[src/hw/rblc_pkg.sv]
// package for the repeat block loop control
package rblc_pkg;
	localparam int unsigned rblc_cnt_w = 16;
	localparam int unsigned rblc_len_w = 7;
	localparam int unsigned rblc_pc_w = 22;
	localparam int unsigned rblc_shadow_bit = 31;
	localparam int unsigned rblc_active_bit = 30;
	localparam int unsigned rblc_len_lsb = 23;
	localparam int unsigned rblc_end_lsb = 16;
	localparam int unsigned rblc_cnt_lsb = 0;
	localparam logic [11:0] rblc_loop_state_off = 12'h000;
	localparam logic [11:0] rblc_loop_start_off = 12'h004;
	localparam logic [31:0] rblc_loop_state_rst = 32'h0000_0000;
	localparam logic [1:0] rblc_resp_okay = 2'h0;
	localparam logic [1:0] rblc_resp_slverr = 2'h2;
	localparam logic [1:0] rblc_resp_decerr = 2'h3;
endpackage : rblc_pkg

[src/hw/rblc_top.sv]
// repeat block loop control with read-only axi4-lite view
// Contract
// [RULE1] nonzero count at repeat sets active flag
// [RULE2] zero count runs block once, flag clear
// [RULE3] load 16-bit count, decrement at block end
// [RULE4] count hits zero: clear flag, final pass
// [RULE5] interrupt: flag to shadow, clear flag
// [RULE6] interrupt return: shadow to flag, clear shadow
// [RULE7] load 7-bit block length from opcode
// [RULE8] program uses legal block lengths only
// [RULE9] end address is low pc plus one plus length
// [RULE10] state register read-only, ignores debugger writes
// [RULE11] active and end match: redirect fetch to start
//
// Added by the designer: the AXI4-Lite slave port and the register offsets.
`timescale 1ns/10ps
`default_nettype none
module rblc_top #(
	parameter int unsigned pc_w = rblc_pkg::rblc_pc_w
) (
	input wire logic sys_clk,
	input wire logic rstn,
	input wire logic rpt_exec,
	input wire logic [pc_w-1:0] rpt_pc,
	input wire logic [rblc_pkg::rblc_len_w-1:0] rpt_len,
	input wire logic [rblc_pkg::rblc_cnt_w-1:0] rpt_count,
	input wire logic irq_take,
	input wire logic irq_return,
	input wire logic dbg_wr,
	input wire logic [31:0] dbg_wdata,
	input wire logic fetch_valid,
	input wire logic [pc_w-1:0] fetch_pc,
	output logic redirect,
	output logic [pc_w-1:0] redirect_pc,
	output logic loop_active_flag,
	output logic [31:0] loop_state,
	input wire logic [11:0] s_axi_awaddr,
	input wire logic s_axi_awvalid,
	output logic s_axi_awready,
	input wire logic [31:0] s_axi_wdata,
	input wire logic [3:0] s_axi_wstrb,
	input wire logic s_axi_wvalid,
	output logic s_axi_wready,
	output logic [1:0] s_axi_bresp,
	output logic s_axi_bvalid,
	input wire logic s_axi_bready,
	input wire logic [11:0] s_axi_araddr,
	input wire logic s_axi_arvalid,
	output logic s_axi_arready,
	output logic [31:0] s_axi_rdata,
	output logic [1:0] s_axi_rresp,
	output logic s_axi_rvalid,
	input wire logic s_axi_rready
);
	// loop state
	logic shadow_r, shadow_nxt;
	logic active_r, active_nxt;
	logic [rblc_pkg::rblc_len_w-1:0] len_r, len_nxt;
	logic [rblc_pkg::rblc_len_w-1:0] end_r, end_nxt;
	logic [rblc_pkg::rblc_cnt_w-1:0] cnt_r, cnt_nxt;
	logic [pc_w-1:0] start_r, start_nxt;
	logic redir_r, redir_nxt;
	logic [pc_w-1:0] redir_pc_r, redir_pc_nxt;
	logic at_end;

	function automatic logic [31:0] pack_state(input logic sh, input logic ac,
		input logic [6:0] ln, input logic [6:0] en, input logic [15:0] ct);
		logic [31:0] v;
		v = rblc_pkg::rblc_loop_state_rst;
		v[rblc_pkg::rblc_shadow_bit] = sh;
		v[rblc_pkg::rblc_active_bit] = ac;
		v[rblc_pkg::rblc_len_lsb +: 7] = ln;
		v[rblc_pkg::rblc_end_lsb +: 7] = en;
		v[rblc_pkg::rblc_cnt_lsb +: 16] = ct;
		return v;
	endfunction : pack_state

	// debugger writes land nowhere; the state only follows instruction flow
	logic unused_dbg;
	assign unused_dbg = dbg_wr ^ (^dbg_wdata); // RULE10

	// only the low 7 pc bits are compared, so blocks stay below 128 words
	assign at_end = fetch_valid && active_r && (fetch_pc[6:0] == end_r); // RULE8

	always_comb begin
		shadow_nxt = shadow_r;
		active_nxt = active_r;
		len_nxt = len_r;
		end_nxt = end_r;
		cnt_nxt = cnt_r;
		start_nxt = start_r;
		if (irq_take) begin
			shadow_nxt = active_r; // RULE5
			active_nxt = 1'b0; // RULE5
		end else if (irq_return) begin
			active_nxt = shadow_r; // RULE6
			shadow_nxt = 1'b0; // RULE6
		end else if (rpt_exec) begin
			len_nxt = rpt_len; // RULE7
			end_nxt = 7'(rpt_pc[6:0] + 7'h01 + rpt_len); // RULE9
			cnt_nxt = rpt_count; // RULE3
			active_nxt = (rpt_count != 16'h0000); // RULE1 RULE2
			start_nxt = pc_w'(rpt_pc + pc_w'(1));
		end else if (at_end) begin
			if (cnt_r == 16'h0001 || cnt_r == 16'h0000) begin
				active_nxt = 1'b0; // RULE4
			end
			// the redirect still fires so the block runs one final time
			cnt_nxt = cnt_r - 16'h0001; // RULE3 RULE4
		end
	end

	always_ff @(posedge sys_clk) begin
		if (!rstn) begin
			shadow_r <= 1'b0;
			active_r <= 1'b0;
			len_r <= '0;
			end_r <= '0;
			cnt_r <= '0;
			start_r <= '0;
		end else begin
			shadow_r <= shadow_nxt;
			active_r <= active_nxt;
			len_r <= len_nxt;
			end_r <= end_nxt;
			cnt_r <= cnt_nxt;
			start_r <= start_nxt;
		end
	end

	// interrupt, return and repeat take priority over the redirect, so a taken interrupt swallows an end match
	logic end_hit;
	assign end_hit = at_end && !irq_take && !irq_return && !rpt_exec;

	always_comb begin
		redir_nxt = 1'b0;
		redir_pc_nxt = redir_pc_r;
		if (end_hit) begin
			redir_nxt = 1'b1; // RULE11
			redir_pc_nxt = start_r; // RULE11
		end
	end

	always_ff @(posedge sys_clk) begin
		if (!rstn) begin
			redir_r <= 1'b0;
			redir_pc_r <= '0;
		end else begin
			redir_r <= redir_nxt;
			redir_pc_r <= redir_pc_nxt;
		end
	end

	// axi4-lite slave: writes answered slverr or decerr, nothing stored
	logic awrdy_r, awrdy_nxt, aw_r, aw_nxt;
	logic wrdy_r, wrdy_nxt, w_r, w_nxt;
	logic bv_r, bv_nxt;
	logic [11:0] awa_r, awa_nxt;
	logic [1:0] bresp_r, bresp_nxt;
	logic arr_r, arr_nxt, rv_r, rv_nxt;
	logic [31:0] rdata_r, rdata_nxt;
	logic [1:0] rresp_r, rresp_nxt;
	logic [31:0] state_r, state_nxt;
	logic unused_axi;

	// write data and byte lanes have nowhere to land in read-only words
	assign unused_axi = (^s_axi_wdata) ^ (^s_axi_wstrb); // RULE10

	// one decode for both channels keeps the write and read maps in step
	function automatic logic [1:0] reg_sel(input logic [11:0] a);
		logic [1:0] s;
		s = 2'h0;
		if (a[11:2] == rblc_pkg::rblc_loop_state_off[11:2]) begin
			s = 2'h1;
		end else if (a[11:2] == rblc_pkg::rblc_loop_start_off[11:2]) begin
			s = 2'h2;
		end
		return s;
	endfunction : reg_sel

	// ready is a one-cycle registered pulse; a new request waits for bresp to drain
	always_comb begin
		awrdy_nxt = 1'b0;
		aw_nxt = aw_r;
		awa_nxt = awa_r;
		wrdy_nxt = 1'b0;
		w_nxt = w_r;
		bv_nxt = bv_r;
		bresp_nxt = bresp_r;
		if (s_axi_awvalid && !awrdy_r && !aw_r && !bv_r) begin
			awrdy_nxt = 1'b1;
		end
		if (s_axi_awvalid && awrdy_r) begin
			aw_nxt = 1'b1;
			awa_nxt = s_axi_awaddr;
		end
		if (s_axi_wvalid && !wrdy_r && !w_r && !bv_r) begin
			wrdy_nxt = 1'b1;
		end
		if (s_axi_wvalid && wrdy_r) begin
			w_nxt = 1'b1;
		end
		if (aw_r && w_r && !bv_r) begin
			bv_nxt = 1'b1;
			aw_nxt = 1'b0;
			w_nxt = 1'b0;
			if (reg_sel(awa_r) != 2'h0) begin
				bresp_nxt = rblc_pkg::rblc_resp_slverr; // RULE10
			end else begin
				bresp_nxt = rblc_pkg::rblc_resp_decerr;
			end
		end
		if (bv_r && s_axi_bready) begin
			bv_nxt = 1'b0;
		end
	end

	always_ff @(posedge sys_clk) begin
		if (!rstn) begin
			awrdy_r <= 1'b0;
			aw_r <= 1'b0;
			awa_r <= '0;
			wrdy_r <= 1'b0;
			w_r <= 1'b0;
			bv_r <= 1'b0;
			bresp_r <= rblc_pkg::rblc_resp_okay;
		end else begin
			awrdy_r <= awrdy_nxt;
			aw_r <= aw_nxt;
			awa_r <= awa_nxt;
			wrdy_r <= wrdy_nxt;
			w_r <= w_nxt;
			bv_r <= bv_nxt;
			bresp_r <= bresp_nxt;
		end
	end

	// rvalid only after the address handshake; data taken while araddr still stands
	always_comb begin
		arr_nxt = 1'b0;
		rv_nxt = rv_r;
		rdata_nxt = rdata_r;
		rresp_nxt = rresp_r;
		if (s_axi_arvalid && !arr_r && !rv_r) begin
			arr_nxt = 1'b1;
		end
		if (s_axi_arvalid && arr_r) begin
			rv_nxt = 1'b1;
			rresp_nxt = rblc_pkg::rblc_resp_okay;
			unique case (reg_sel(s_axi_araddr))
				2'h1: rdata_nxt = state_r;
				2'h2: rdata_nxt = 32'(start_r);
				default: begin
					rdata_nxt = 32'h0000_0000;
					rresp_nxt = rblc_pkg::rblc_resp_decerr;
				end
			endcase
		end else if (rv_r && s_axi_rready) begin
			rv_nxt = 1'b0;
		end
	end

	always_ff @(posedge sys_clk) begin
		if (!rstn) begin
			arr_r <= 1'b0;
			rv_r <= 1'b0;
			rdata_r <= '0;
			rresp_r <= rblc_pkg::rblc_resp_okay;
		end else begin
			arr_r <= arr_nxt;
			rv_r <= rv_nxt;
			rdata_r <= rdata_nxt;
			rresp_r <= rresp_nxt;
		end
	end

	// image built from next values so a read never lags the loop state
	always_comb begin
		state_nxt = pack_state(shadow_nxt, active_nxt, len_nxt, end_nxt, cnt_nxt);
	end

	always_ff @(posedge sys_clk) begin
		if (!rstn) begin
			state_r <= rblc_pkg::rblc_loop_state_rst;
		end else begin
			state_r <= state_nxt;
		end
	end

	// every output comes straight from a register
	assign redirect = redir_r;
	assign redirect_pc = redir_pc_r;
	assign loop_active_flag = active_r;
	assign loop_state = state_r;
	assign s_axi_awready = awrdy_r;
	assign s_axi_wready = wrdy_r;
	assign s_axi_bvalid = bv_r;
	assign s_axi_bresp = bresp_r;
	assign s_axi_arready = arr_r;
	assign s_axi_rvalid = rv_r;
	assign s_axi_rdata = rdata_r;
	assign s_axi_rresp = rresp_r;
endmodule : rblc_top
`default_nettype wire

[config.mk]
export PLATFORM = sky130hd
export DESIGN_NAME = rblc_top
export DESIGN_NICKNAME = d
export VERILOG_FILES = /design/src/hw/rblc_pkg.sv /design/src/hw/rblc_top.sv
export SDC_FILE = /design/constraint.sdc
export NUM_CORES = 1
export LEC_CHECK = 0
export BUFFER_PORTS_ARGS = -buffer_cell sky130_fd_sc_hd__clkbuf_2
export CORE_MARGIN = 2
export CORE_UTILIZATION = 35
export DETAILED_ROUTE_END_ITERATION = 12
export GPL_TIMING_DRIVEN = 0
export HOLD_SLACK_MARGIN = 0.03
export PLACE_DENSITY_LB_ADDON = 0.25
export SKIP_LAST_GASP = 1
export SLEW_MARGIN = 30
export SYNTH_ARGS = -nofsm -noshare
export SYNTH_HDL_FRONTEND = slang
export SYNTH_SLANG_ARGS = --single-unit
[constraint.sdc]
create_clock -name sys_clk -period 2.7 [get_ports sys_clk]
set_input_delay 0.27 -clock sys_clk [delete_from_list [all_inputs] [get_ports sys_clk]]
set_output_delay 0.27 -clock sys_clk [all_outputs]
set_load 0.05 [all_outputs]
==> summary.md, run 1 <==
The run finished with clean final reports. The maximum fanout count along the critical path was 10. The synthesized design spends more area on one cell type than any other, namely dfxtp_1. For this design, the sink count on the clock tree is 128. Dividing the detail-routed via count by the number of cells gives 5.145. The number of clock buffers added by TritonCTS is 17. In this run the most critical hold path is launched from s_axi_awaddr[9]. For the final routed database, the setup TNS stands at 0 ps. Counting the fill cells in the layout gives 1698. Static timing analysis puts the maximum clock frequency at 443.8 MHz.

In this run the worst setup path terminates at redirect_pc[19]. The tools report the routed via count as 5814. The prevailing post-synth register cell was dfxtp_1. The HPWL after detailed placement is 14770 µm.

After global routing the overflow that remains totals 0. The final number of max-transition violations is 0. The sequential-to-total area share from yosys stat is 0.4343, and the number of warnings printed during yosys synthesis is 0. Synthesis handed over a netlist of 703 instances.

The final critical delay including setup and external delays was 2253 ps; the clock-pin slew of the registers on the worst-case setup and hold paths was 60 ps. The critical path runs through a total of 6 cells. The signed area change from the synthesized netlist to the final layout is 30.43%, and the placeable core area is 16520 µm². In the routed design, unresolved DRC markers number 0. The synthesized design contains 0 enable-type register cells. The run gives 0 as the max-cap violation count. Counting every net in the synthesized netlist gives 885.

TritonCTS built the clock tree. For the worst voltage drop across the vdd grid, the log shows 488.1 µV. The highest layer touched by signal routing is met4.

The run gives 268 as the count of pins on the block boundary. Start point of the critical path: end_r[3]. The detailed router's first-iteration violation count was 287; the port buffer count was 175. The number of buffers inserted by hold repair at cts was 0. The critical path goes through xor2_1 -> nor4_2 -> nand4_1 -> buf_2 -> mux2i_1 -> nor2_1.

The delay contributed by the slowest stage of the critical path came out at 540 ps. The min-delay analysis places its worst path in the category in -> reg. In this run the critical register-to-register path is captured at redirect_pc[19].

The largest individual stage delay along the critical path comes from the cell nor4_2. The tools report the global-route wire length before repair as 29960 µm. The clock reaches the later pin of the worst-skew pair after 430 ps. The proportion of synthesized flip-flops having asynchronous set or reset is 0. By startpoint and endpoint, the worst setup path is classified as reg -> reg.

The final standard cell utilization of the core came out at 0.4657. The number of gates given a new drive strength after cts was 0; the number of cells on the worst reg-to-reg path was 6. The tools report the worst-case clock buffer depth as 2. The count of endpoints failing setup in the final report came out at 0. The share of the cycle needed by the critical path after routing came out at 0.8346. The tools report the reported leakage power as 3.390 nW.

The final layout contains routed wiring with a total length of 19320 µm. Setup repair after global routing left no endpoint under its margin. The cell class contributing the biggest share of worst-path delay is simple AND/OR/NAND/NOR gates. For the via count of the first global-routing pass, the log shows 5519. The sum of buffers and inverters on the critical path was 1. Register bit total from synthesis: 128. The run gives 1316 µm as the wire length on met3. For the final clock skew, the log shows 9.154 ps. The total setup buffers inserted after CTS is 0, and the smallest hold slack is 61.62 ps. The proportion of layout cells with a drive suffix above 1 is 0.2451, and the reg-to-reg setup timing slack is 450 ps. By area the synthesized netlist is led by dfxtp_1 (43%), nor2_1 (8.3%), mux2i_1 (7.5%). The library cell used most frequently in the layout, excluding fill and tap cells, is clkbuf_2. The tools report the beginning of the worst register-to-register path as end_r[3]. The tools report the number of antenna violations at the first check in global routing as 0. Routed length on met2: 8672 µm. The height of the die is 133.8 µm, and the met1 routed wirelength after detailed routing is 8878 µm. The tools report the total routing usage reported by global routing as 0.2170.

The clock tree synthesis step divided the H-tree into 4 levels. After detailed routing, the average wire length per cell comes to 17.09 µm. The die span in x came out at 133.8 µm. For this design the ratio of total power to cell area is 659.8 nW/µm². Number of rows in the core area: 47. The tools report the netlist area before placement as 5901 µm².

The placer congestion estimate was 0.8693. Yosys mapped the design onto 55 distinct sky130hd cell types. Total inserted antenna cells: 0.

The normalized max-slew margin is 0.4642. In the layout the commonest cells are clkbuf_2 (175), nor2_1 (131), dfxtp_1 (128), nand2_1 (63), a21oi_1 (59). The cell sitting at the root of the clock tree is a clkbuf_16. The die covers 17910 µm². The worst setup path is launched from a flop. The initial cell density of the core was 0.3571.

For the number of search-and-repair iterations in the first detailed-routing pass, the log shows 5. Entering global routing, the biggest net connects 17 pins. The detail route stage leaves a number of antenna-violating nets equal to 0. The net count of the finished layout is 1079.

Data on the critical path is required at its endpoint by 2990 ps. STA puts the critical path data arrival time at 2550 ps. The final-report hold violation count was 0; the share of Yosys cell area claimed by the top area cell type was 0.4343. At the pin with the least slew margin, the transition time is 803.6 ps.

STA classifies the critical path endpoint as a flop. The average instance in the mapped netlist occupies 8.394 µm².
Yosys cell counts, types with 6 or more instances:
cell / n
nor4_1: 17
mux2i_1: 44
nor3_1: 10
a211oi_1: 21
ha_1: 10
nand2_1: 63
clkbuf_1: 35
nor2_1: 131
and3_1: 6
xnor2_1: 18
dfxtp_1: 128
a21oi_1: 59
a22oi_1: 16
o22ai_1: 8
inv_1: 15
nand3_1: 8
o21ai_0: 16
xor2_1: 13
routing by layer:
layer  track usage  vias up
li1              -     2864
met1        0.2892     2706
met2        0.3393      215
met3       0.05140       29
met4       0.08747        0
met5             0        -
power breakdown:
part | switching, mW | internal (mW)
combinational | 0.361 | 0.198
clock | 0.893 | 1.64
sequential | 0.0523 | 1.93
state kept, by name (all words and copies together), names as in the netlist, 2 cells and up:
register and count:
loop_state 4, start_r 22, awa_r 9, cnt_r 15, s_axi_rdata 32, len_r 6, s_axi_bresp 2, end_r 6
redirect_pc 22
through the flow:
step | instance area, µm² | worst slack [ps] | cells | power, mW
after floorplan | 5901 | 546.3 | 703 | 2.373
after global placement | 7052 | 494.9 | 1098 | 2.579
after detailed placement | 7052 | 432.9 | 1098 | 2.582
after CTS | 7696 | 420.7 | 1130 | 5.123
after global routing | 7696 | 226.6 | 1130 | 5.259
final | 7696 | 446.6 | 1130 | 5.078
worst register-to-register path: cells and delay by family, from the launching register on:
| family | cells | cell delay (ps) |
|---|---|---|
| buffers and inverters | 1 | 360 |
| AND/OR/NAND/NOR | 3 | 980 |
| multiplexers | 1 | 190 |
| XOR/XNOR | 1 | 140 |
| flip-flops | 1 | 440 |
worst min path at each step:
stage                     endpoint  slack [ps]  cells past startpoint
floorplan           loop_state[30]         340                      1
global placement    s_axi_bresp[1]         430                      2
detailed placement  s_axi_bresp[1]         440                      2
CTS                       awa_r[9]          50                      3
global route              awa_r[4]          60                      3
finish                    awa_r[9]          60                      3
cell type report:
type / count / area, µm² / share of cell area
buffer: 49 / 220.2 / 0.02861
timing repair buffer: 175 / 875.8 / 0.1138
sequential: 128 / 2562 / 0.3330
multi-input combinational: 510 / 3058 / 0.3973
tap: 220 / 275.3 / 0.03577
clock inverter: 13 / 211.5 / 0.02748
inverter: 16 / 60.06 / 0.007804
clock buffer: 19 / 432.9 / 0.05625
kinds of logic (layout without fill, tap and decap cells):
family	count (synthesis)	count (layout)	share of synthesized area
flip-flops	128	128	0.4343
buffers and inverters	65	272	0.04750
AND/OR/NAND/NOR	273	273	0.2104
multiplexers	44	44	0.07464
adder cells (fa/ha/maj)	11	11	0.02460
AO/OA/AOI/OAI	151	151	0.1626
XOR/XNOR	31	31	0.04601
Power figures use the tool's default switching activity.
==> run 2: changes to the inputs <==
clock period = 2.1 ns   (was 2.7 ns; I/O delays follow)
==> summary.md, run 2 (synthesis results as in run 1) <==
The run finished with clean final reports. The pin slew with the least headroom to its limit works out to 862.4 ps (was 803.6 ps). The number of nets still failing antenna checks after routing came out at 0 (unchanged). Number of rows in the core area: 47 (unchanged). Cells along the critical path: or4_1 -> or4_4 -> a21oi_1 -> o22ai_1 (was xor2_1 -> nor4_2 -> nand4_1 -> buf_2 -> mux2i_1 -> nor2_1). The per-cell via count in the routed design was 5.161 (was 5.145). The H-tree depth reported by CTS is 4 (unchanged). Highest-count cells in the layout ignoring fill and taps: clkbuf_2 (178), nor2_1 (128), dfxtp_1 (127), nand2_1 (62), a21oi_1 (59) (was clkbuf_2 (175), nor2_1 (131), dfxtp_1 (128), nand2_1 (63), a21oi_1 (59)). The tools report the number of antenna violations at the first check in global routing as 1 (was 0). Beginning of the worst register-to-register path: cnt_r[8] (was end_r[3]). TritonCTS built the clock tree. The routed via count is 5873 (was 5814). Setup repair after global routing could not meet its margin everywhere.

The wire length after detailed routing is 19870 µm (was 19320 µm). The number of DRC violations after detailed routing is 0 (unchanged), and the final number of max-transition violations is 0 (unchanged). The logs give 5633 (was 5519) for the via count of the first global-routing pass and 1138 (was 1130) for the post-route non-filler standard cell count. The final critical delay including setup and external delays is 2045 ps (was 2253 ps). Maximum fanout count along the critical path: 7 (was 10). The tools report the critical path endpoint category as a flop (unchanged).

The total congestion overflow is 0 (unchanged). The run gives 128 (unchanged) as the number of clock sinks. The sum of net half-perimeters after detailed placement is 14770 µm (about the same).

The detailed router's first-iteration violation count was 365 (was 287). The worst setup timing slack at the placement stage was -66.63 ps (was 432.9 ps); the count of pins on the block boundary was 268 (unchanged). The arrival time at the worst endpoint was 2340 ps (was 2550 ps). Routed wirelength normalized by instance count: 17.46 µm (was 17.09 µm). Height of the die: 133.8 µm (unchanged).

The final-report hold violation count is 0 (unchanged), and the port buffer count is 175 (unchanged). The tools report the max-cap violation count as 0 (unchanged). The sum of buffers and inverters on the critical path was 0 (was 1); the share of the cycle needed by the critical path after routing was 0.9738 (was 0.8346). For the total inserted antenna cells, the log shows 0 (unchanged).

Path type of the worst setup path: reg -> reg (unchanged). The normalized max-slew margin is 0.4251 (was 0.4642), and the total routing usage reported by global routing is 0.2166 (was 0.2170). The tools report the number of search-and-repair iterations in the first detailed-routing pass as 4 (was 5).

The delay contributed by the slowest stage of the critical path was 700 ps (was 540 ps). Start point of the worst hold path: rpt_len[6] (was s_axi_awaddr[9]). The most common cell after layout, fill and taps aside is clkbuf_2 (unchanged).

The global-route wire length before repair is 30030 µm (was 29960 µm), and the proportion of layout cells with a drive suffix above 1 is 0.2527 (was 0.2451). Largest net degree at the start of global routing: 17 (unchanged). The critical-path cell with the highest stage delay is or4_1 (was nor4_2). The layout net count came out at 1090 (was 1079). The tools report the nature of the critical path startpoint as a flop (unchanged). The tools report the total CTS buffers as 17 (unchanged). The worst voltage drop across the vdd grid came out at 647.0 µV (was 488.1 µV). The insertion delay to the later sink of the worst-skew pair was 430 ps (about the same). The number of flip-flops in the largest register is 32 (unchanged), and the total power divided by cell area is 804.4 nW/µm² (was 659.8 nW/µm²). The run gives 1098 (unchanged) as the placed instance count. Signed area change from the synthesized netlist to the final layout: 32.44% (was 30.43%).

The run gives 0.3571 (unchanged) as the initial cell density of the core. The tools report the root buffer cell as clkbuf_16 (unchanged). The reported leakage power is 3.441 nW (was 3.390 nW). Start point of the critical path: cnt_r[8] (was end_r[3]). The logs give 55.09 ps (was 446.6 ps) for the post-route worst setup slack and 0 (unchanged) for the count of endpoints failing setup in the final report. The die span in x is 133.8 µm (unchanged).

For the final clock skew, the log shows 8.064 ps (was 9.154 ps). The tools report the placeable core area as 16520 µm² (unchanged). The clock-pin slew of the registers on the worst-case setup and hold paths works out to 50 ps (was 60 ps).

The run gives 37.38 ps (was 61.62 ps) as the smallest hold slack. The path type of the worst min-delay path was in -> reg (unchanged). The tools report the required time of the worst setup path as 2400 ps (was 2990 ps). Cell class contributing the biggest share of worst-path delay: simple AND/OR/NAND/NOR gates (unchanged).

The tools report the worst-case clock buffer depth as 2 (unchanged). The highest clock frequency the design can meet is 489.0 MHz (was 443.8 MHz). The overall die area was 17910 µm² (unchanged). The placer congestion estimate was 0.8759 (was 0.8693).
[run 2: changes by cell type in the layout (fill, tap and decap cells not counted), sizes merged]
cell         change
clkinvlp         -3
clkinv           -2
clkbuf           +2
inv              -1
dlygate4sd3     +12
bufinv           -2
buf              +2
[run 2: power by group]
part | internal (mW) | switching, mW
Combinational | 0.277 | 0.481
Clock | 1.91 | 1.06
Sequential | 2.49 | 0.0700
[run 2: per-stage QoR]
stage	area [µm²]	util	TNS, ps	total power, mW
3_3_place_gp	7053	0.4268	-694.4	3.316
6_report	7815	0.4729	0	6.287
2_1_floorplan	5902	-	0	3.051
3_5_place_dp	7053	0.4268	-1563	3.322
5_1_grt	7815	0.4729	-85.70	6.502
4_1_cts	7765	0.4699	0	6.296
[run 2: metal layers]
layer	track usage	vias up	share of wire
met3	0.04460	31	0.059
met1	0.2873	2762	0.46
met4	0.08865	0	0.025
li1	-	2880	-
met5	0	-	0
met2	0.3447	200	0.46
[run 2: path summary, 6_finish.rpt]
| path | end | slack (ps) | depth (start not counted) |
|---|---|---|---|
| setup / recovery | cnt_r[13] | 60 | 4 |
| hold / removal | loop_state[29] | 40 | 3 |
| setup reg to reg | cnt_r[13] | 60 | 4 |
| hold reg to reg | s_axi_bresp[1] | 450 | 2 |
[run 2: final cells by class]
cell class	instances	area, µm²
plain buffers	46	212.7
clock buffers	24	471.7
clock inverters	5	106.4
fillers	1691	8710
inverters	16	60.06
multi-input cells	510	3114
flip-flops and latches	128	2564
well taps	220	275.3
repair buffers	189	1011
[run 2: worst register-to-register path, stage by stage (launching register included)]
cell     delay (ps)
dfxtp_1         390
or4_1           700
or4_4           580
a21oi_1         160
o22ai_1          90
[run 2: repair_timing]
item                                   in CTS  in global routing
buffers inserted                            1                  1
hold buffers                               12                  0
gates resized for setup                     2                 14
pin swaps                                   2                  0
setup endpoints to repair                  31                 67
endpoints found under the hold margin      12                  0
cloned                                      0                  0
==> run 3: changes to the inputs <==
CTS_BUF_LIST = sky130_fd_sc_hd__clkbuf_4   (was not set)
==> summary.md, run 3 (synthesis results as in run 1) <==
The arrival time at the worst endpoint was 2440 ps (was 2340 ps); the post-route non-filler standard cell count was 1182 (was 1138). The proportion of layout cells with a drive suffix above 1 came out at 0.2453 (was 0.2527). The total CTS buffers was 17 (unchanged). Placed instance area: 7053 µm² (unchanged). The final number of max-transition violations was 0 (unchanged); the routed wirelength normalized by instance count was 16.90 µm (was 17.46 µm). The root buffer cell was clkbuf_4 (was clkbuf_16).

Net switching power of the design: 1.448 mW (was 1.611 mW). The via count of the first global-routing pass was 5846 (was 5633). The logs give 0 (unchanged) for the total inserted antenna cells and 14770 µm (unchanged) for the sum of net half-perimeters after detailed placement.

The signed area change from the synthesized netlist to the final layout was 34.71% (was 32.44%); the wire length after detailed routing was 19980 µm (was 19870 µm). The per-cell via count in the routed design was 5.163 (was 5.161); the final standard cell utilization of the core was 0.4810 (was 0.4729). TritonCTS built the clock tree. The total routing usage reported by global routing is 0.2192 (was 0.2166). Setup repair after global routing left no endpoint under its margin.

For the final-report hold violation count, the log shows 0 (unchanged). Highest-count cells in the layout ignoring fill and taps: clkbuf_2 (176), nor2_1 (129), dfxtp_1 (126), nand2_1 (62), a21oi_1 (59) (was clkbuf_2 (178), nor2_1 (128), dfxtp_1 (127), nand2_1 (62), a21oi_1 (59)). The placeable core area was 16520 µm² (unchanged). Critical path endpoint category: a flop (unchanged). The logs give 30620 µm (was 30030 µm) for the global-route wire length before repair and 1679 (was 1691) for the number of filler cells placed in the layout. The smallest hold slack was 64.04 ps (was 37.38 ps). The highest clock frequency the design can meet came out at 493.0 MHz (was 489.0 MHz). The share of the cycle needed by the critical path after routing was 0.9658 (was 0.9738). The number of clock sinks came out at 128 (unchanged).

The overall die area is 17910 µm² (unchanged). For the reported leakage power, the log shows 3.492 nW (was 3.441 nW). The final critical delay including setup and external delays is 2028 ps (was 2045 ps), and the total congestion overflow is 0 (unchanged). The final setup TNS was 0 ps (unchanged); the H-tree depth reported by CTS was 4 (unchanged). The critical-path cell with the highest stage delay is dfxtp_1 (was or4_1). The total power divided by cell area was 645.0 nW/µm² (was 804.4 nW/µm²). The count of pins on the block boundary is 268 (unchanged).

Number of cells on the worst reg-to-reg path: 6 (was 4). The placer congestion estimate is 0.8759 (unchanged), and the normalized max-slew margin is 0.4273 (was 0.4251). The detailed router's first-iteration violation count was 419 (was 365).

The worst voltage drop across the vdd grid is 430.2 µV (was 647.0 µV). The pin slew with the least headroom to its limit is 859.1 ps (was 862.4 ps). The die span in x came out at 133.8 µm (unchanged). The number of logic stages on the critical path including buffering was 6 (was 4); the max-cap violation count was 0 (unchanged). Largest net degree at the start of global routing: 17 (unchanged). The path type of the worst min-delay path is in -> reg (unchanged).

The path type of the worst setup path was reg -> reg (unchanged). The part of the total power dissipated in the clock network was 0.343 (was 0.473). Cells along the critical path: xor2_1 -> nor4_4 -> nand4_1 -> buf_2 -> mux2i_1 -> nor2_1 (was or4_1 -> or4_4 -> a21oi_1 -> o22ai_1).

The power share of the combinational group came out at 0.159 (was 0.121). The insertion delay to the later sink of the worst-skew pair is 540 ps (was 430 ps). The run gives 7949 µm² (was 7815 µm²) as the post-route cell area. Worst setup timing slack at the placement stage: -66.63 ps (unchanged). The nature of the critical path startpoint was a flop (unchanged). The logs give 2510 ps (was 2400 ps) for the required time of the worst setup path and 3115 µm² (was 3114 µm²) for the area of combinational cells with multiple inputs.

The number of rows in the core area was 47 (unchanged). Sequential cell area: 2565 µm² (was 2564 µm²). Post-route worst setup slack: 71.78 ps (was 55.09 ps). The number of nets still failing antenna checks after routing came out at 0 (unchanged).

For the number of DRC violations after detailed routing, the log shows 0 (unchanged). The height of the die came out at 133.8 µm (unchanged). The number of search-and-repair iterations in the first detailed-routing pass was 5 (was 4); the worst-case clock buffer depth was 2 (unchanged). The sum of buffers and inverters on the critical path works out to 1 (was 0). The most common cell after layout, fill and taps aside was clkbuf_2 (unchanged). For the routed via count, the log shows 6103 (was 5873). The port buffer count is 175 (unchanged), and the switching power share of the total is 0.2825 (was 0.2563). The logs give 21.18 ps (was 8.064 ps) for the final clock skew and 3.679 mW (was 4.675 mW) for the internal power consumption. The flow ran to the end, and the final reports show no timing, DRC or antenna violations. For the layout net count, the log shows 1134 (was 1090).

Sequential power share: 0.498 (was 0.407). Delay contributed by the slowest stage of the critical path: 460 ps (was 700 ps). The run gives 1098 (unchanged) as the placed instance count.

The cell class contributing the biggest share of worst-path delay is simple AND/OR/NAND/NOR gates (unchanged). The number of antenna violations at the first check in global routing is 1 (unchanged). The worst hold path stage count is 3 (unchanged), and the post-layout total power is 5.127 mW (was 6.287 mW).

The maximum fanout count along the critical path was 10 (was 7); the initial cell density of the core was 0.3571 (unchanged). The number of flip-flops in the largest register is 32 (unchanged), and the clock-pin slew of the registers on the worst-case setup and hold paths is 110 ps (was 50 ps). The count of endpoints failing setup in the final report was 0 (unchanged).
[run 3: cell count changes in the layout (fill, tap and decap cells not counted), sizes merged]
cell	previous run	this run
clkbuf	231	229
dlygate4sd3	12	54
clkinv	2	4
buf	16	18
[run 3: power groups by stage]
stage                     logic [mW]  registers (mW)  clock network, mW
final                          0.817            2.55               1.76
after global routing           0.888            2.56               1.91
after CTS                      0.798            2.55               1.80
after detailed placement       0.715            2.61                  0
after global placement         0.711            2.61                  0
after floorplan                0.375            2.68                  0
[run 3: final timing paths]
path	to	start	slack, ps
max	redirect_pc[15]	end_r[3]	70
min	start_r[4]	rpt_pc[4]	60
max reg2reg	redirect_pc[15]	end_r[3]	70
min reg2reg	s_axi_bresp[1]	s_axi_bresp[1]	460
[run 3: layer usage]
metal  vias to the layer above  track usage  part of all wire
met4                         2      0.08156             0.024
met2                       238       0.3504              0.46
li1                       2973            -                 -
met3                        33      0.05026             0.066
met5                         -            0           0.00065
met1                      2857       0.2894              0.45
[run 3: repair_timing]
item,4_1_cts,5_1_grt
hold buffers,53,1
cloned,0,0
endpoints found under the setup margin,31,39
hold endpoints to repair,55,1
buffers inserted,1,2
resized for setup,2,14
pin swaps,2,1
[run 3: area by class of cell]
type                    instances  area share
plain buffers                  47     0.02707
clock buffers                  22     0.02078
clock inverters                 7     0.01432
inverters                      16    0.007555
multi-input cells             510      0.3919
flip-flops and latches        128      0.3227
well taps                     220     0.03463
repair buffers                232      0.1810
[run 3: tightest hold or removal path: cells and delay by family]
kind / cells / cell delay [ps]
XOR/XNOR: 1 / 150
buffers and inverters: 1 / 120
AO/OA/AOI/OAI: 1 / 80
